[src/logic/sttc_params.svh]
`ifndef STTC_PARAMS_SVH
`define STTC_PARAMS_SVH

// ****************************************
// register offsets
// ****************************************
`define STTC_ADDR_TICK 8'h00
`define STTC_ADDR_TOP 8'h01
`define STTC_ADDR_PWR 8'h02
`define STTC_ADDR_STORAGE 8'h03

// ****************************************
// field positions
// ****************************************
`define STTC_TOP_FILTER 7
`define STTC_TOP_LINK 5
`define STTC_TOP_STORE 4
`define STTC_TOP_SUPPLY 3
`define STTC_TOP_TEST 2
`define STTC_TOP_RESET 1
`define STTC_TOP_INIT 0
`define STTC_PWR_RAIL_LOW 7
`define STTC_PWR_BUS_LOW 6
`define STTC_PWR_RAIL_HIGH 5
`define STTC_PWR_ANALOG 3
`define STTC_PWR_DIGITAL 2
`define STTC_PWR_OTP 1
`define STTC_PWR_LOOP 0

// ****************************************
// reset values
// ****************************************
`define STTC_TICK_RST 8'h00
`define STTC_PWR_RST 8'h00
`define STTC_RESET_FLAG_RST 1'b1
`define STTC_INIT_FLAG_RST 1'b1

// ****************************************
// protocol select codes
// ****************************************
`define STTC_PROTO_DSI3_A 3'h0
`define STTC_PROTO_DSI3_B 3'h3
`define STTC_PROTO_PSI5_A 3'h1
`define STTC_PROTO_PSI5_B 3'h5

// ****************************************
// timing
// ****************************************
`define STTC_CLK_PERIOD_NS 10
`define STTC_TICK_PERIOD_US 100
`define STTC_TICK_CYCLES ((`STTC_TICK_PERIOD_US * 1000) / `STTC_CLK_PERIOD_NS)
`define STTC_RCV_TIME_US 1000
`define STTC_RCV_TICKS ((`STTC_RCV_TIME_US + `STTC_TICK_PERIOD_US - 1) / `STTC_TICK_PERIOD_US)
`define STTC_DV_TIME_US 2000
`define STTC_DV_TICKS ((`STTC_DV_TIME_US + `STTC_TICK_PERIOD_US - 1) / `STTC_TICK_PERIOD_US)

`endif

[src/logic/sttc_pkg.sv]
package sttc_pkg;

	// ****************************************
	// carriers
	// ****************************************
	typedef struct packed {
		logic rd;
		logic wr;
		logic [7:0] addr;
		logic [7:0] wdata;
	} sttc_req_s;

	typedef struct packed {
		logic buffer_rail_low_flag;
		logic bus_input_low_flag;
		logic buffer_rail_high_flag;
		logic analog_regulator_fault;
		logic digital_regulator_fault;
		logic otp_regulator_fault;
		logic perimeter_loop_break_flag;
	} sttc_pwr_mon_s;

	typedef struct packed {
		logic abs_pressure_over;
		logic abs_pressure_under;
		logic selftest_incomplete;
		logic common_mode_fault;
		logic selftest_fault;
	} sttc_dsp_s;

	typedef struct packed {
		logic factory_otp_fault;
		logic user_otp_fault;
		logic user_array_fault;
		logic user_otp_write_active;
		logic thermal_fault;
	} sttc_store_s;

	// ****************************************
	// supply recovery sequence
	// ****************************************
	typedef enum logic [2:0] {
		SUP_NORMAL = 3'b001,
		SUP_HOLD = 3'b010,
		SUP_REPORT = 3'b100
	} sttc_sup_e;

endpackage : sttc_pkg

[src/logic/sttc_tick_timer.sv]
module sttc_tick_timer #(
	parameter int W = 8,
	parameter int RST_VAL = 0
) (
	input wire logic clk,
	input wire logic rst_n,
	input wire logic tick,
	input wire logic reload,
	input wire logic [W-1:0] load_val,
	output logic [W-1:0] count_r
);

	if (W < 1 || RST_VAL < 0 || RST_VAL >= (1 << W)) begin : g_bad_cfg
		$error("sttc_tick_timer: width or reset value out of range");
	end

	// reload dominates so a live fault never lets the count drift down
	always_ff @(posedge clk or negedge rst_n) begin
		if (!rst_n) begin
			count_r <= W'(RST_VAL);
		end else if (reload) begin
			count_r <= load_val;
		end else if (tick && count_r != '0) begin
			count_r <= count_r - W'(1);
		end
	end

endmodule : sttc_tick_timer

[src/logic/sttc_regs.sv]
`include "sttc_params.svh"

module sttc_regs
	import sttc_pkg::*;
#(
	parameter int TICK_DIV = `STTC_TICK_CYCLES,
	parameter int RCV_TICKS = `STTC_RCV_TICKS,
	parameter int DV_TICKS = `STTC_DV_TICKS
) (
	input wire logic clk,
	input wire logic rst_n,
	input wire sttc_pkg::sttc_req_s reg_req,
	output logic [7:0] rdata_r,
	output logic rvalid_r,
	output logic rd_refused_r,
	input wire logic [2:0] protocol_select,
	input wire logic psi5_diag_mode,
	input wire logic power_fault_hold_select,
	input wire sttc_pkg::sttc_pwr_mon_s pwr_mon,
	input wire sttc_pkg::sttc_dsp_s dsp_stat,
	input wire logic osc_training_fault,
	input wire sttc_pkg::sttc_store_s store_stat,
	input wire logic factory_test_flag,
	input wire logic [7:0] channel_user_config,
	input wire logic tx_err_report,
	input wire logic resp_slot,
	output logic tx_enable_r,
	output logic tx_error_code_r,
	output logic storage_clear_r
);

	import sttc_pkg::*;

	localparam int PW = $clog2(TICK_DIV);

	if (TICK_DIV < 2 || RCV_TICKS < 1 || RCV_TICKS > 255 ||
		DV_TICKS < 1 || DV_TICKS > 255) begin : g_bad_cfg
		$error("sttc_regs: prescaler or timer length out of range");
	end

	// ****************************************
	// supply monitor synchroniser
	// ****************************************
	localparam int NMON = $bits(sttc_pwr_mon_s);
	logic [NMON-1:0] mon_meta_r;
	logic [NMON-1:0] mon_sync_r;

	for (genvar i = 0; i < NMON; i++) begin : g_sync
		// analog comparators are asynchronous to the oscillator
		always_ff @(posedge clk or negedge rst_n) begin
			if (!rst_n) begin
				mon_meta_r[i] <= 1'b0;
				mon_sync_r[i] <= 1'b0;
			end else begin
				mon_meta_r[i] <= pwr_mon[i];
				mon_sync_r[i] <= mon_meta_r[i];
			end
		end
	end

	sttc_pwr_mon_s mon;
	logic live_fault;
	assign mon = sttc_pwr_mon_s'(mon_sync_r);
	assign live_fault = |mon_sync_r;

	// ****************************************
	// mode decode
	// ****************************************
	logic dsi3_mode;
	logic read_allowed;
	logic dsi3_report_mode;

	assign dsi3_mode = (protocol_select == `STTC_PROTO_DSI3_A) ||
		(protocol_select == `STTC_PROTO_DSI3_B);
	assign read_allowed = dsi3_mode || psi5_diag_mode;
	// any code other than the DSI3 pair, and the DSI3 pair with power_fault_hold_select set, falls into the muting behaviour
	assign dsi3_report_mode = dsi3_mode && !power_fault_hold_select;

	// ****************************************
	// access decode
	// ****************************************
	logic rd_ok;
	logic rd_top;
	logic rd_pwr;
	logic rd_store;

	assign rd_ok = reg_req.rd && read_allowed;
	assign rd_top = rd_ok && reg_req.addr == `STTC_ADDR_TOP;
	assign rd_pwr = rd_ok && reg_req.addr == `STTC_ADDR_PWR;
	assign rd_store = rd_ok && reg_req.addr == `STTC_ADDR_STORAGE;

	// ****************************************
	// prescaler and tick counter
	// ****************************************
	logic [PW-1:0] presc_r;
	logic tick_r;
	logic [7:0] tick_count_r;

	always_ff @(posedge clk or negedge rst_n) begin
		if (!rst_n) begin
			presc_r <= '0;
			tick_r <= 1'b0;
		end else if (presc_r == PW'(TICK_DIV - 1)) begin
			presc_r <= '0;
			tick_r <= 1'b1;
		end else begin
			presc_r <= presc_r + PW'(1);
			tick_r <= 1'b0;
		end
	end

	// wraps on its own; writes have no path in here
	always_ff @(posedge clk or negedge rst_n) begin
		if (!rst_n) begin
			tick_count_r <= `STTC_TICK_RST;
		end else if (tick_r) begin
			tick_count_r <= tick_count_r + 8'h01;
		end
	end

	// ****************************************
	// recovery timer
	// ****************************************
	logic [7:0] rcv_count_r;
	logic rcv_zero;

	sttc_tick_timer #(
		.W(8),
		.RST_VAL(0)
	) u_rcv_timer (
		.clk(clk),
		.rst_n(rst_n),
		.tick(tick_r),
		.reload(live_fault),
		.load_val(8'(RCV_TICKS)),
		.count_r(rcv_count_r)
	);

	assign rcv_zero = (rcv_count_r == 8'h00) && !live_fault;

	// ****************************************
	// supply recovery sequence
	// ****************************************
	sttc_sup_e sup_r;
	sttc_sup_e sup_nxt;

	always_comb begin
		sup_nxt = sup_r;
		unique case (sup_r)
			SUP_NORMAL: begin
				if (live_fault) begin
					sup_nxt = SUP_HOLD;
				end
			end
			SUP_HOLD: begin
				if (rcv_zero) begin
					sup_nxt = dsi3_report_mode ? SUP_REPORT : SUP_NORMAL;
				end
			end
			SUP_REPORT: begin
				if (live_fault) begin
					sup_nxt = SUP_HOLD;
				end else if (resp_slot) begin
					sup_nxt = SUP_NORMAL;
				end
			end
			default: begin
				sup_nxt = SUP_HOLD;
			end
		endcase
	end

	always_ff @(posedge clk or negedge rst_n) begin
		if (!rst_n) begin
			sup_r <= SUP_NORMAL;
			tx_enable_r <= 1'b1;
			tx_error_code_r <= 1'b0;
		end else begin
			sup_r <= sup_nxt;
			tx_enable_r <= (sup_nxt != SUP_HOLD);
			tx_error_code_r <= (sup_nxt == SUP_REPORT);
		end
	end

	// ****************************************
	// power fault flags
	// ****************************************
	logic [7:0] pwr_r;
	logic [7:0] pwr_set;
	logic pwr_clear;

	always_comb begin
		pwr_set = '0;
		pwr_set[`STTC_PWR_RAIL_LOW] = mon.buffer_rail_low_flag;
		pwr_set[`STTC_PWR_BUS_LOW] = mon.bus_input_low_flag;
		pwr_set[`STTC_PWR_RAIL_HIGH] = mon.buffer_rail_high_flag;
		pwr_set[`STTC_PWR_ANALOG] = mon.analog_regulator_fault;
		pwr_set[`STTC_PWR_DIGITAL] = mon.digital_regulator_fault;
		pwr_set[`STTC_PWR_OTP] = mon.otp_regulator_fault;
		pwr_set[`STTC_PWR_LOOP] = mon.perimeter_loop_break_flag;
	end

	// reading early would lose the fault, so DSI3 clears wait for timer zero
	assign pwr_clear = dsi3_report_mode ?
		(rcv_zero && (rd_pwr || tx_err_report)) :
		(rcv_zero && sup_r == SUP_HOLD);

	always_ff @(posedge clk or negedge rst_n) begin
		if (!rst_n) begin
			pwr_r <= `STTC_PWR_RST;
		end else if (pwr_clear) begin
			pwr_r <= pwr_set;
		end else begin
			pwr_r <= pwr_r | pwr_set;
		end
	end

	// ****************************************
	// reset and init flags
	// ****************************************
	logic reset_flag_r;
	logic init_flag_r;
	logic [3:0] cfg_hi_r;
	logic cfg_seen_r;
	logic cfg_change;
	logic [7:0] dv_count_r;

	// a report in the same cycle as the reset release cannot exist
	always_ff @(posedge clk or negedge rst_n) begin
		if (!rst_n) begin
			reset_flag_r <= `STTC_RESET_FLAG_RST;
		end else if (rd_top || tx_err_report) begin
			reset_flag_r <= 1'b0;
		end
	end

	// first clocked cycle captures the config, so no change is seen at reset
	always_ff @(posedge clk or negedge rst_n) begin
		if (!rst_n) begin
			cfg_hi_r <= 4'h0;
			cfg_seen_r <= 1'b0;
		end else begin
			cfg_hi_r <= channel_user_config[7:4];
			cfg_seen_r <= 1'b1;
		end
	end

	assign cfg_change = cfg_seen_r && (cfg_hi_r != channel_user_config[7:4]);

	sttc_tick_timer #(
		.W(8),
		.RST_VAL(DV_TICKS)
	) u_dv_timer (
		.clk(clk),
		.rst_n(rst_n),
		.tick(tick_r),
		.reload(cfg_change),
		.load_val(8'(DV_TICKS)),
		.count_r(dv_count_r)
	);

	always_ff @(posedge clk or negedge rst_n) begin
		if (!rst_n) begin
			init_flag_r <= `STTC_INIT_FLAG_RST;
		end else if (cfg_change) begin
			init_flag_r <= 1'b1;
		end else if (dv_count_r == 8'h00) begin
			init_flag_r <= 1'b0;
		end
	end

	// ****************************************
	// second status register clear strobe
	// ****************************************
	always_ff @(posedge clk or negedge rst_n) begin
		if (!rst_n) begin
			storage_clear_r <= 1'b0;
		end else begin
			storage_clear_r <= rd_store || tx_err_report;
		end
	end

	// ****************************************
	// top status, live filter and storage summaries, supply summary from the latched power flags
	// ****************************************
	logic [7:0] top_status;

	always_comb begin
		top_status = 8'h00;
		top_status[`STTC_TOP_FILTER] = |dsp_stat;
		top_status[`STTC_TOP_LINK] = osc_training_fault;
		top_status[`STTC_TOP_STORE] = |store_stat;
		top_status[`STTC_TOP_SUPPLY] = |pwr_r;
		top_status[`STTC_TOP_TEST] = factory_test_flag;
		top_status[`STTC_TOP_RESET] = reset_flag_r;
		top_status[`STTC_TOP_INIT] = init_flag_r;
	end

	// ****************************************
	// read port
	// ****************************************
	logic [7:0] rd_mux;

	always_comb begin
		rd_mux = 8'h00;
		unique case (reg_req.addr)
			`STTC_ADDR_TICK: rd_mux = tick_count_r;
			`STTC_ADDR_TOP: rd_mux = top_status;
			`STTC_ADDR_PWR: rd_mux = pwr_r;
			default: rd_mux = 8'h00;
		endcase
	end

	// writes get no answer and touch nothing
	always_ff @(posedge clk or negedge rst_n) begin
		if (!rst_n) begin
			rdata_r <= 8'h00;
			rvalid_r <= 1'b0;
			rd_refused_r <= 1'b0;
		end else begin
			rvalid_r <= reg_req.rd;
			rd_refused_r <= reg_req.rd && !read_allowed;
			if (reg_req.rd) begin
				rdata_r <= read_allowed ? rd_mux : 8'h00;
			end
		end
	end

endmodule : sttc_regs

[config.mk]
export PLATFORM = sky130hd
export DESIGN_NAME = sttc_regs
export DESIGN_NICKNAME = d
export VERILOG_FILES = /design/src/logic/sttc_pkg.sv /design/src/logic/sttc_tick_timer.sv /design/src/logic/sttc_regs.sv
export VERILOG_INCLUDE_DIRS = /design/src /design/src/logic
export SDC_FILE = /design/constraint.sdc
export NUM_CORES = 1
export LEC_CHECK = 0
export BUFFER_PORTS_ARGS = -buffer_cell sky130_fd_sc_hd__buf_2
export CELL_PAD_IN_SITES_DETAIL_PLACEMENT = 1
export CELL_PAD_IN_SITES_GLOBAL_PLACEMENT = 2
export CORE_MARGIN = 5
export CORE_UTILIZATION = 35
export CTS_CLUSTER_SIZE = 10
export DETAILED_ROUTE_END_ITERATION = 10
export PLACE_DENSITY = 0.78
export SLEW_MARGIN = 20
export SYNTH_ARGS = -nofsm -noshare
export SYNTH_HDL_FRONTEND = slang
export SYNTH_SLANG_ARGS = --single-unit
export TNS_END_PERCENT = 50
[constraint.sdc]
create_clock -name clk -period 2.6 [get_ports clk]
set_input_delay 0.26 -clock clk [delete_from_list [all_inputs] [get_ports clk]]
set_output_delay 0.26 -clock clk [all_outputs]
set_load 0.005 [all_outputs]
---- Yosys cells after proc, flatten, opt, wreduce, memory -nomap -nowiden ----
Cells that the tools add are included.
cells by class
  $add $sub $neg .......................... 4
  $mul .................................... 0
  divide/modulo/power cells ............... 0
  order comparisons ....................... 0
  equal/unequal tests ..................... 11
  shift operators ......................... 0
  mux-type cells .......................... 18
  bitwise gates (word level) .............. 1
  reductions and logical operators ........ 33
operators with widths
  cell                   number
  $mux 8                 6
  $logic_not 8->1        3
  $pmux 8 s3             1
  $eq 8x2->1 const B     2
  $reduce_bool 8->1      2
  $sub 8x1->8 const B    2
  $mux 3                 5
  $add 14x1->14 const B  1
  $eq 14x14->1 const B   1
  $mux 14                1
  $logic_and 1x1->1      12
  $reduce_or 5->1        2
  $pmux 3 s3             1
  $add 8x1->8 const B    1
  $eq 8x1->1 const B     1
  $or 8x8->8             1
  $reduce_or 8->1        1
  $reduce_or 7->1        1
  $eq 3x2->1 const B     2
  $eq 3x3->1 const B     2
  $reduce_bool 2->1      3
  $logic_or 1x1->1       5
  $mux 1                 4
  $ne 4x4->1             1
  4 further kinds        6
storage, ports and cells
  register bits after elaboration ......... 84
  bits in latches ......................... 0
  memory bits (writable) .................. 0
  bits in read-only memories .............. 0
  input bits .............................. 54
  output and inout port bits .............. 13
  memories kept ........................... 0

---- Depth between registers and ports, before layout ----
Gate-level depths: netlist (run 1).
  word-level depth ........................ 9
  gate-level depth with buffers ........... 7

---- By module ----
Synthesis (run 1) repeated with hierarchy kept, for this count alone.
unflattened totals
  cells, all modules ...................... 355
  area total of the unflattened synthesis .. 3875.0 um^2
modules (own cells, without submodules)
  module                         instances  cells each  area each (um^2)
  sttc_regs                      1          235         2791.4
  sttc_tick_timer (u_dv_timer)   1          60          543.0
  sttc_tick_timer (u_rcv_timer)  1          60          540.5

---- Worst setup path before layout (run 1) ----
No wires, ideal clock.
  path kind ............................... reg-to-reg
  start ................................... reg u_rcv_timer.count_r[0]
  end ..................................... reg pwr_r[0]
  library setup time ...................... 0.118 ns
  arrival time ............................ 1.719 ns
  data required time ...................... 2.482 ns
  slack ................................... 0.763 ns
  stages on the path, launching flop included .. 8
  buffers on the path ..................... 1
  clock period less this slack ............ 1.837 ns
  path through ............................ dfrtp_1 -> inv_1 -> ha_1 -> or4b_1 -> buf_2 -> nor2_2 -> o2111ai_2 -> a21o_1
between the ends
  word-level cells in the longest chain between the ends .. 5
  elaborated cells between the ends (all ways) .. 6
ends and longest elaborated chain
  what                                  RTL line                            source
  start, declared                       sttc_tick_timer.sv:10               output logic [W-1:0] count_r
  start signal, assigned                sttc_tick_timer.sv:20               count_r <= W'(RST_VAL);
  start signal, assigned                sttc_tick_timer.sv:22               count_r <= load_val;
  start signal, assigned                sttc_tick_timer.sv:24               count_r <= count_r - W'(1);
  $logic_not 8->1 (*)                   sttc_regs.sv:139                    assign rcv_zero = (rcv_count_r == 8'h00) && !live_fault;
  $logic_and 1x1->1 (*)                 sttc_regs.sv:139
  $logic_and 1x1->1 (on tied branches)  sttc_regs.sv:206, sttc_regs.sv:205
  $mux 1 (*)                            sttc_regs.sv:204                    assign pwr_clear = dsi3_report_mode ?
  $mux 8 (*)                            sttc_regs.sv:211                    end else if (pwr_clear) begin
  end signal, assigned                  sttc_regs.sv:210                    pwr_r <= `STTC_PWR_RST;
  end signal, assigned                  sttc_regs.sv:212                    pwr_r <= pwr_set;
  end signal, assigned                  sttc_regs.sv:214                    pwr_r <= pwr_r | pwr_set;
  end, declared                         sttc_regs.sv:188                    logic [7:0] pwr_r;
Every way passes the cells marked *; elsewhere a longest branch is shown, timed or not.
A chain may end at the register's enable or synchronous reset.

---- Final worst setup path (run 1) ----
  start ................................... reg u_rcv_timer.count_r[0]
  end ..................................... reg pwr_r[1]
The elaborated chain is that of the path after synthesis.

==> results of run 1 <==
-- flip-flops by register name, indices dropped and copies added (netlist names) --
signal / cells
rdata_r: 8
mon_meta_r: 7
storage_clear_r: 1
presc_r: 14
init_flag_r: 1
rd_refused_r: 1
pwr_r: 7
u_dv_timer.count_r: 8
rvalid_r: 1
tx_error_code_r: 1
tick_count_r: 8
cfg_seen_r: 1
mon: 7
cfg_hi_r: 4
sup_r: 3
tick_r: 1
reset_flag_r: 1
tx_enable_r: 1
u_rcv_timer.count_r: 8
-- through the flow --
step	instance area (sq um)	hold slack, ns	std cells
after floorplan	3660	-0.0356	319
after global placement	4100	0.334	503
after detailed placement	4100	0.340	503
after CTS	4350	0.00161	525
after global routing	4350	0.00992	525
final	4350	0.0245	525
-- cells in the mapped netlist, types with 6 or more instances --
library cell	instances	area, sq um
dfrtp_1	77	1930
nor2_1	37	139
xor2_1	18	158
inv_1	13	48.8
xnor2_1	12	105
a21oi_1	11	55.1
nand2_1	11	41.3
a21o_1	9	67.6
nand3_1	8	40.0
nand4_1	8	50.1
or3_1	8	50.1
nand2b_1	7	43.8
o2bb2ai_1	7	61.3
dfstp_2	6	158
ha_1	6	75.1
mux2i_1	6	60.1
-- area by class of cell --
| cell class | instances | area (sq um) |
|---|---|---|
| clock buffers | 14 | 153 |
| well taps | 136 | 170 |
| fillers | 1139 | 5930 |
| inverters | 13 | 48.8 |
| flip-flops and latches | 83 | 2080 |
| clock inverters | 2 | 35.0 |
| repair buffers | 61 | 355 |
| multi-input cells | 216 | 1500 |
-- timing repair --
action,CTS,global route
endpoints found under the hold margin,48,0
setup buffers,0,0
hold buffers,6,0
-- routing by layer --
metal	part of all wire	GRT usage
met4	0.014	0.0577
met5	0	0
met3	0.049	0.0323
met2	0.46	0.207
met1	0.48	0.180
-- cell usage in the layout, fill, tap and decap left out, types with 2 or more instances in the layout --
cell,count
inv_1,13
nand4_1,8
dfrtp_1,77
nor4_1,5
mux2i_1,6
a31oi_1,2
xnor2_1,12
buf_2,52
nand3_1,8
clkbuf_8,10
dfstp_2,6
dlygate4sd3_1,6
clkbuf_1,4
nand2b_1,7
nand3b_1,3
nand2_1,11
xor2_1,18
nor2_1,37
nor4_4,2
a311oi_1,2
a211o_1,2
or4_1,5
nor2b_1,3
o2bb2ai_1,7
nor3_1,5
ha_1,6
a21oi_1,11
or3_1,8
a21o_1,9
nor3b_1,2
o211ai_1,4
o21ai_0,3
buf_4,2
nor4b_1,3
or4b_4,2
-- worst max-delay path: stages, from the launching register on --
cell	delay [ns]
dfrtp_1	0.39
inv_1	0.12
ha_1	0.17
or4b_1	0.57
nor2_2	0.22
o2111ai_2	0.27
a21o_1	0.26
-- where the power goes --
group	internal, W	switching [W]	total (W)
clock	0.000471	0.000439	0.000911
sequential	0.00131	0.00000881	0.00132
combinational	0.0000496	0.0000673	0.000117
-- worst max path at each step --
stage / startpoint / end / slack, ns / cells after the start
after global placement: u_rcv_timer.count_r[0] / pwr_r[7] / 0.56 / 6
after global routing: u_rcv_timer.count_r[0] / pwr_r[1] / 0.40 / 6
after detailed placement: u_rcv_timer.count_r[0] / pwr_r[2] / 0.51 / 6
final: u_rcv_timer.count_r[0] / pwr_r[1] / 0.50 / 6
after CTS: u_rcv_timer.count_r[0] / pwr_r[1] / 0.47 / 6
after floorplan: u_rcv_timer.count_r[0] / pwr_r[0] / 0.76 / 7
-- cells by family (layout without fill, tap and decap cells) --
logic type      Yosys count  count (layout)  share of synthesized area
simple gates            117             117                      0.183
other cells               1               1                    0.00102
mux                       7               7                     0.0195
buf+inv                  20              90                     0.0212
fa+ha+maj                 6               6                     0.0205
compound gates           55              55                      0.114
flops                    83              83                      0.569
xor+xnor                 30              30                     0.0717
==> flow_summary.toml, run 1 <==
[detailed_routing]
wl_per_cell_microns = 14.9
ant_nets = 0
drc = 0
detail_route.first_pass.iterations = 4
vias = 2626
totalWireLength_microns = 7830
viasPerCell = 5.00
drtIter0Drc = 77

[floorplanning]
initial_core_util = 0.357
ioPinCount = 67
die_y_microns = 112
rows = 37
die_area_sq_um = 12600
die_w_microns = 112
fp.coreArea_sq_um = 10300

[timing]
tns_ns = 0
report.final.slew_viol_count = 0
setup_slack_ns = 0.495
timing.fmax_mhz = 475
min_period_ns = 2.10
skew_ns = 0.0101
tightest_slew_ns = 0.652
relSlewSlack = 0.565
rsz0062_at_grt = "false"
hold_viol = 0
setup_viol = 0
final.period_utilization = 0.809

[pwr]
irDropWorstVdd_v = 0.000310
p_leak_nw = 1.91
power.density_nw_per_um2 = 539
finalPower_w = 0.00234

[global_route]
grt_overflow = 0
grt_pass1_vias = 2742
grt_max_degree = 51
grtUsageTotal = 0.134
antenna_found_initial = 0
grt_pass1_wl_microns = 13700

[cells_and_area]
area_growth_syn_to_layout_pct = 18.7
diodes = 0
final_core_util = 0.423
nNetsFinal = 444
drive_above_1_share = 0.219

[run_status]
status = "completed"

[clock_tree]
cts_resized = 0
cts.clk_slew.worst_paths_ns = 0.08
cts_root_buf = "clkbuf_8"
clockBufferDepth = 2
cts_tree = "built"
htree_levels = 3
cts.sinks = 83
insertion_delay_ns = 0.35
cts_inserted_buffers = 9

[yosys]
syn_inst = 319
syn-cell-area_sq_um = 3660
synth_nets = 379
synthArstFlopShare = 1.00
yosysWarnings = 0
syn_area_per_cell_sq_um = 11.5
ys_seq_area_frac = 0.569
synth_cell_types = 57
synth_seq_cells = 83
synth-main-ff-cell = "dfrtp_1"
synth-edff-count = 0

[setup_path]
cp.arrival_ns = 2.34
required_ns = 2.84
cp_max_fo = 7
reg2reg_slack_ns = 0.50
r2r_start = "u_rcv_timer.count_r[0]"
reg2reg_depth = 6
r2r-end = "pwr_r[1]"
cp-start-kind = "register"
end_kind = "register"
critPathKind = "reg2reg"

[placed_design]
place_ws_ns = 0.512
dpl.hpwl_microns = 5640
port_buffers = 53
gp_congestion = 0.758

[min_path]
min_from = "pwr_mon[4]"
hold_path_class = "in2reg"
worstHoldEndpoint = "mon_meta_r[4]"
whs_path_depth = 1

[run]
maxCapViolations = 0
Note: power is estimated with default switching activity, not from simulation.
==> run 2: changes to the inputs <==
--- a/config.mk
+++ b/config.mk
@@ -6,14 +6,15 @@
 export SDC_FILE = /design/constraint.sdc
 export NUM_CORES = 1
 export LEC_CHECK = 0
+export ABC_AREA = 1
 export BUFFER_PORTS_ARGS = -buffer_cell sky130_fd_sc_hd__buf_2
 export CELL_PAD_IN_SITES_DETAIL_PLACEMENT = 1
 export CELL_PAD_IN_SITES_GLOBAL_PLACEMENT = 2
 export CORE_MARGIN = 5
-export CORE_UTILIZATION = 35
+export CORE_UTILIZATION = 33
 export CTS_CLUSTER_SIZE = 10
 export DETAILED_ROUTE_END_ITERATION = 10
-export PLACE_DENSITY = 0.78
+export PLACE_DENSITY = 0.79
 export SLEW_MARGIN = 20
 export SYNTH_ARGS = -nofsm -noshare
 export SYNTH_HDL_FRONTEND = slang
==> constraint.sdc (replaced) <==
create_clock -name clk -period 2 [get_ports clk]
set_input_delay 0.2 -clock clk [delete_from_list [all_inputs] [get_ports clk]]
set_output_delay 0.2 -clock clk [all_outputs]
set_load 0.005 [all_outputs]
==> run 2 against run 1 <==
Effect of this change:
- design area rose by 11%
- die area grew 13%
- first-iteration DRC count is 61% higher
- register-to-register slack got worse by 0.12 ns
- global-route usage grew 0.25 points
- synthesized cell count up 45%
- power grew 55%
- via count increased by 22%
- count of clock-buffer cells in the layout shrank 1
- flip-flop and latch count is the same
- clock power up 81%
==> flow_summary.toml, run 2 <==
[run_status]
status = "completed"

[pwr]
pwr-share-clk = 0.455
switchingPower_w = 0.000806
combPwrFrac = 0.064
switching_share = 0.222
irDropWorstVdd_v = 0.000415
p_leak_nw = 2.45
internal-power_w = 0.00282
power_frac_seq = 0.481
power.density_nw_per_um2 = 751

[floorplanning]
die_y_microns = 119
fp.coreArea_sq_um = 11900
die_area_sq_um = 14300
ioPinCount = 67
die_w_microns = 119
rows = 40
initial_core_util = 0.333

[detailed_routing]
ant_nets = 0
vias = 3215
viasPerCell = 4.65
wl_per_cell_microns = 13.5
detail_route.first_pass.iterations = 6
drtIter0Drc = 124
drc = 0
totalWireLength_microns = 9330

[timing]
skew_ns = 0.00522
tightest_slew_ns = 0.551
final.period_utilization = 0.812
setup_slack_ns = 0.375
min_period_ns = 1.62
timing.fmax_mhz = 616
rsz0062_at_grt = "false"
relSlewSlack = 0.632
setup_viol = 0
report.final.slew_viol_count = 0
hold_viol = 0
tns_ns = 0

[cells_and_area]
multi_input_area_sq_um = 1660
area_growth_syn_to_layout_pct = 22.2
nFillCells = 1447
drive_above_1_share = 0.193
final_common_cell = "nand2_1"
nNetsFinal = 599
final_cell_mix = "nand2_1 (135), dfrtp_1 (77), nor2_1 (55)"
regArea_sq_um = 2080
diodes = 0
regMostFlops = "presc_r"
largest_reg_flops = 14

[clock_tree]
htree_levels = 3
insertion_delay_ns = 0.34
cts_resized = 0
hold_buffers = 12
cts_inserted_buffers = 9
cts_setup_buffers = 0
cts.sinks = 83
cts_tree = "built"
cts.clk_slew.worst_paths_ns = 0.06
cts_root_buf = "clkbuf_16"
clockBufferDepth = 2

[yosys]
synth_commonest_cells = "nand2_1 (135), dfrtp_1 (77), nor2_1 (55), inv_1 (47), nand3_1 (37)"
synthXorXnorAreaFrac = 0.0421
synth-edff-count = 0
synth.most_common_cell = "nand2_1"
synth_cell_types = 33
synth_top_family_by_area = "simple AND/OR/NAND/NOR gates"
synthArstFlopShare = 1.00
ys_seq_area_frac = 0.528
synth_nets = 522
syn-cell-area_sq_um = 3950
synth_compound_area_frac = 0.0465
yosysTopAreaCellShare = 0.488
synth-main-ff-cell = "dfrtp_1"
syn_inst = 462
synth_seq_cells = 83
synth-simple-area-share = 0.311
synth.area.mux_share = 0
yosys.area.top_type = "dfrtp_1"
synthAdderAreaFrac = 0.0190
syn_area_per_cell_sq_um = 8.55
yosys-top-cells-area = "dfrtp_1 (49%), nand2_1 (13%), nor2_1 (5.2%)"
yosysWarnings = 0

[min_path]
whs_path_depth = 1
hold_path_class = "in2reg"

[placed_design]
place_ws_ns = 0.340
gp_congestion = 0.790
port_buffers = 53
dpl.hpwl_microns = 6850

[global_route]
grt_pass1_wl_microns = 15800
grt_pass1_vias = 3402
grt_max_degree = 42
antenna_found_initial = 0
grt_overflow = 0
grtUsageTotal = 0.136

[setup_path]
critPathKind = "reg2reg"
cp-start-kind = "register"
cp.arrival_ns = 1.83
reg2reg_depth = 7
cp_max_fo = 8
end_kind = "register"
required_ns = 2.21

[run]
maxCapViolations = 0
[run 2: cell count changes after synthesis, moves of 6 or more]
cell,change
mux2i_1,-6
nand2_1,+124
nand3_1,+29
o2bb2ai_1,-7
nor2_1,+18
inv_1,+34
a21o_1,-9
nor2_4,+6
nand2b_1,-7
nand4_1,+6
or3_1,-8
xnor2_1,-6
nor2_2,+7
[run 2: layer usage]
| metal | wire (microns) | GRT usage |
|---|---|---|
| met5 | 0 | 0 |
| met4 | 113 | 0.0408 |
| met3 | 499 | 0.0394 |
| met2 | 4430 | 0.226 |
| met1 | 4290 | 0.173 |
[run 2: cell families after synthesis]
logic type / Yosys count
other cells: 1
flops: 83
compound gates: 29
buf+inv: 53
xor+xnor: 19
fa+ha+maj: 6
simple gates: 271
[run 2: final cells by class]
class	instances	share of cell area
inverters	51	0.0396
clock inverters	3	0.00829
flip-flops and latches	83	0.432
multi-input cells	326	0.343
repair buffers	68	0.0876
clock buffers	13	0.0518
well taps	147	0.0381
[run 2: through the flow]
step | total power (W) | instance area (sq um) | util | cells | hold slack, ns
6_report | 0.00363 | 4830 | 0.407 | 691 | 0.0259
5_1_grt | 0.00378 | 4830 | 0.407 | 691 | 0.0142
4_1_cts | 0.00367 | 4830 | 0.407 | 691 | 0.0133
3_5_place_dp | 0.00199 | 4420 | 0.373 | 663 | 0.141
3_3_place_gp | 0.00198 | 4420 | 0.373 | 663 | 0.140
2_1_floorplan | 0.00188 | 3950 | - | 462 | -0.0956
[run 2: power by group through the flow]
stage / sequential [W] / combinational (W) / clock [W]
floorplan: 0.00177 / 0.000111 / 0
detailed placement: 0.00177 / 0.000220 / 0
finish: 0.00174 / 0.000234 / 0.00165
CTS: 0.00174 / 0.000240 / 0.00169
global placement: 0.00177 / 0.000212 / 0
global route: 0.00175 / 0.000269 / 0.00176
[run 2: path summary, 6_finish.rpt]
check                                        from                     to  slack, ns
setup / recovery           u_rcv_timer.count_r[0]               pwr_r[3]       0.38
hold / removal                        reg_req[17]               rvalid_r       0.03
setup reg to reg           u_rcv_timer.count_r[0]               pwr_r[3]       0.38
hold reg to reg                     mon_meta_r[6]                 mon[6]       0.35
max in group asynchronous                   rst_n  u_dv_timer.count_r[2]       1.06
min in group asynchronous                   rst_n             rdata_r[4]       0.31
[run 2: worst max-delay path: stages, from the launching register on]
cell     delay, ns
dfrtp_1       0.36
inv_1         0.21
ha_1          0.22
nand2_1       0.09
nor2_4        0.17
nand2_1       0.10
a21oi_4       0.23
a21oi_1       0.11
==> run 3: changes to the inputs <==
==> constraint.sdc (replaced) <==
create_clock -name clk -period 1.7 [get_ports clk]
set_input_delay 0.17 -clock clk [delete_from_list [all_inputs] [get_ports clk]]
set_output_delay 0.17 -clock clk [all_outputs]
set_load 0.005 [all_outputs]
==> run 3 against run 2 <==
Effect of this change:
- largest cell class unchanged
- sequential share of layout area fell by 0.39 points
- register-to-register slack worse by 0.19 ns
- critical path depth unchanged
==> flow_summary.toml, run 3 (synthesis gave the netlist of run 2 again) <==
[cells_and_area]
area_growth_syn_to_layout_pct = 23.3
final_cell_mix = "nand2_1 (134), dfrtp_1 (77), nor2_1 (55)"
regMostFlops = "presc_r"
nNetsFinal = 601
final_common_cell = "nand2_1"
largest_reg_flops = 14
diodes = 0
drive_above_1_share = 0.201

[clock_tree]
cts.clk_slew.worst_paths_ns = 0.07
clockBufferDepth = 2
cts_inserted_buffers = 9
insertion_delay_ns = 0.33
cts_tree = "built"
cts_setup_buffers = 0
htree_levels = 3
cts_root_buf = "clkbuf_16"
cts.sinks = 83

[placed_design]
port_buffers = 53
gp_congestion = 0.768
dpl.hpwl_microns = 6720

[setup_path]
cp_slowest_cell = "dfrtp_1"
end_kind = "register"
cpPeakStageDelay_ns = 0.38
cp-start-kind = "register"
required_ns = 1.90
critical-path-top-delay-family = "flip-flops"
crit_buf_inv = 1
crit_top_cell = "nand2_1"
critPathKind = "reg2reg"
cp_max_fo = 7
cp.arrival_ns = 1.71
worstPathCellList = "inv_1 -> ha_1 -> nand2_1 -> nor2_4 -> nand2_1 -> a21oi_4 -> a21oi_1"

[timing]
holdWs_ns = 0.0824
tns_ns = 0
timing.fmax_mhz = 660
skew_ns = 0.00797
min_period_ns = 1.51
setup_viol = 0
rsz0062_at_grt = "false"
final.period_utilization = 0.891
hold_viol = 0
report.final.slew_viol_count = 0

[pwr]
irDropWorstVdd_v = 0.000415
power_frac_seq = 0.473
pwr-share-clk = 0.464
p_leak_nw = 2.46
internal-power_w = 0.00336
switchingPower_w = 0.000976
power.density_nw_per_um2 = 890
combPwrFrac = 0.063
switching_share = 0.225

[detailed_routing]
detail_route.first_pass.iterations = 4
viasPerCell = 4.67
totalWireLength_microns = 9190
drtIter0Drc = 116
ant_nets = 0
vias = 3234
drc = 0
wl_per_cell_microns = 13.3

[global_route]
grt_overflow = 0
antenna_found_initial = 0
grtUsageTotal = 0.139
grt_pass1_wl_microns = 16300
grt_max_degree = 84
grt_pass1_vias = 3455

[floorplanning]
ioPinCount = 67
initial_core_util = 0.333
die_w_microns = 119
fp.coreArea_sq_um = 11900
rows = 40
die_area_sq_um = 14300
die_y_microns = 119

[run_status]
status = "completed"

[run]
maxCapViolations = 0

[min_path]
hold_path_class = "in2reg"
-- run 3: worst min-delay path: cells and delay by family --
kind                   cells  cell delay [ns]
AND/OR/NAND/NOR            1             0.06
buffers and inverters      2             0.15
-- run 3: cell type report --
class / count / area [sq um]
tap: 147 / 184
multi-input combinational: 326 / 1660
sequential: 83 / 2080
timing repair buffer: 70 / 440
clock inverter: 5 / 61.3
fill: 1437 / 6990
clock buffer: 11 / 253
inverter: 51 / 191
-- run 3: repair_timing --
action / in CTS / in global routing
endpoints found under the setup margin: 0 / 3
hold endpoints to repair: 89 / 0
hold buffers: 13 / 0
gates resized for setup: 0 / 1
-- run 3: path summary, 6_finish.rpt --
kind	start	to	slack, ns	cells past startpoint
max in group asynchronous	rst_n	reset_flag_r	0.93	3
worst max-delay path	u_rcv_timer.count_r[1]	pwr_r[3]	0.19	7
min in group asynchronous	rst_n	rdata_r[4]	0.40	3
worst max register to register	u_rcv_timer.count_r[1]	pwr_r[3]	0.19	7
worst min register to register	mon_meta_r[6]	mon[6]	0.34	0
worst min-delay path	tx_err_report	storage_clear_r	0.08	3
-- run 3: per-layer routing --
layer | share of wire | vias to the layer above | track usage
met3 | 0.052 | 4 | 0.0399
li1 | - | 1628 | -
met4 | 0.0081 | 0 | 0.0387
met5 | 0 | - | 0
met2 | 0.49 | 68 | 0.234
met1 | 0.46 | 1534 | 0.176
-- run 3: stage by stage --
| step | util | area, sq um | power, W | std cells | worst slack [ns] |
|---|---|---|---|---|---|
| 2_1_floorplan | - | 3950 | 0.00221 | 462 | 0.320 |
| 3_3_place_gp | 0.373 | 4430 | 0.00233 | 664 | 0.228 |
| 3_5_place_dp | 0.373 | 4430 | 0.00234 | 664 | 0.196 |
| 4_1_cts | 0.411 | 4870 | 0.00442 | 693 | 0.144 |
| 5_1_grt | 0.411 | 4870 | 0.00456 | 693 | 0.0200 |
| 6_report | 0.411 | 4870 | 0.00434 | 693 | 0.186 |
-- run 3: power by group through the flow --
| stage | Combinational, W | Sequential, W | Clock, W |
|---|---|---|---|
| 2_1_floorplan | 0.000131 | 0.00208 | 0 |
| 3_5_place_dp | 0.000258 | 0.00209 | 0 |
| 6_report | 0.000273 | 0.00205 | 0.00201 |
| 3_3_place_gp | 0.000248 | 0.00208 | 0 |
| 4_1_cts | 0.000282 | 0.00205 | 0.00209 |
| 5_1_grt | 0.000318 | 0.00205 | 0.00219 |
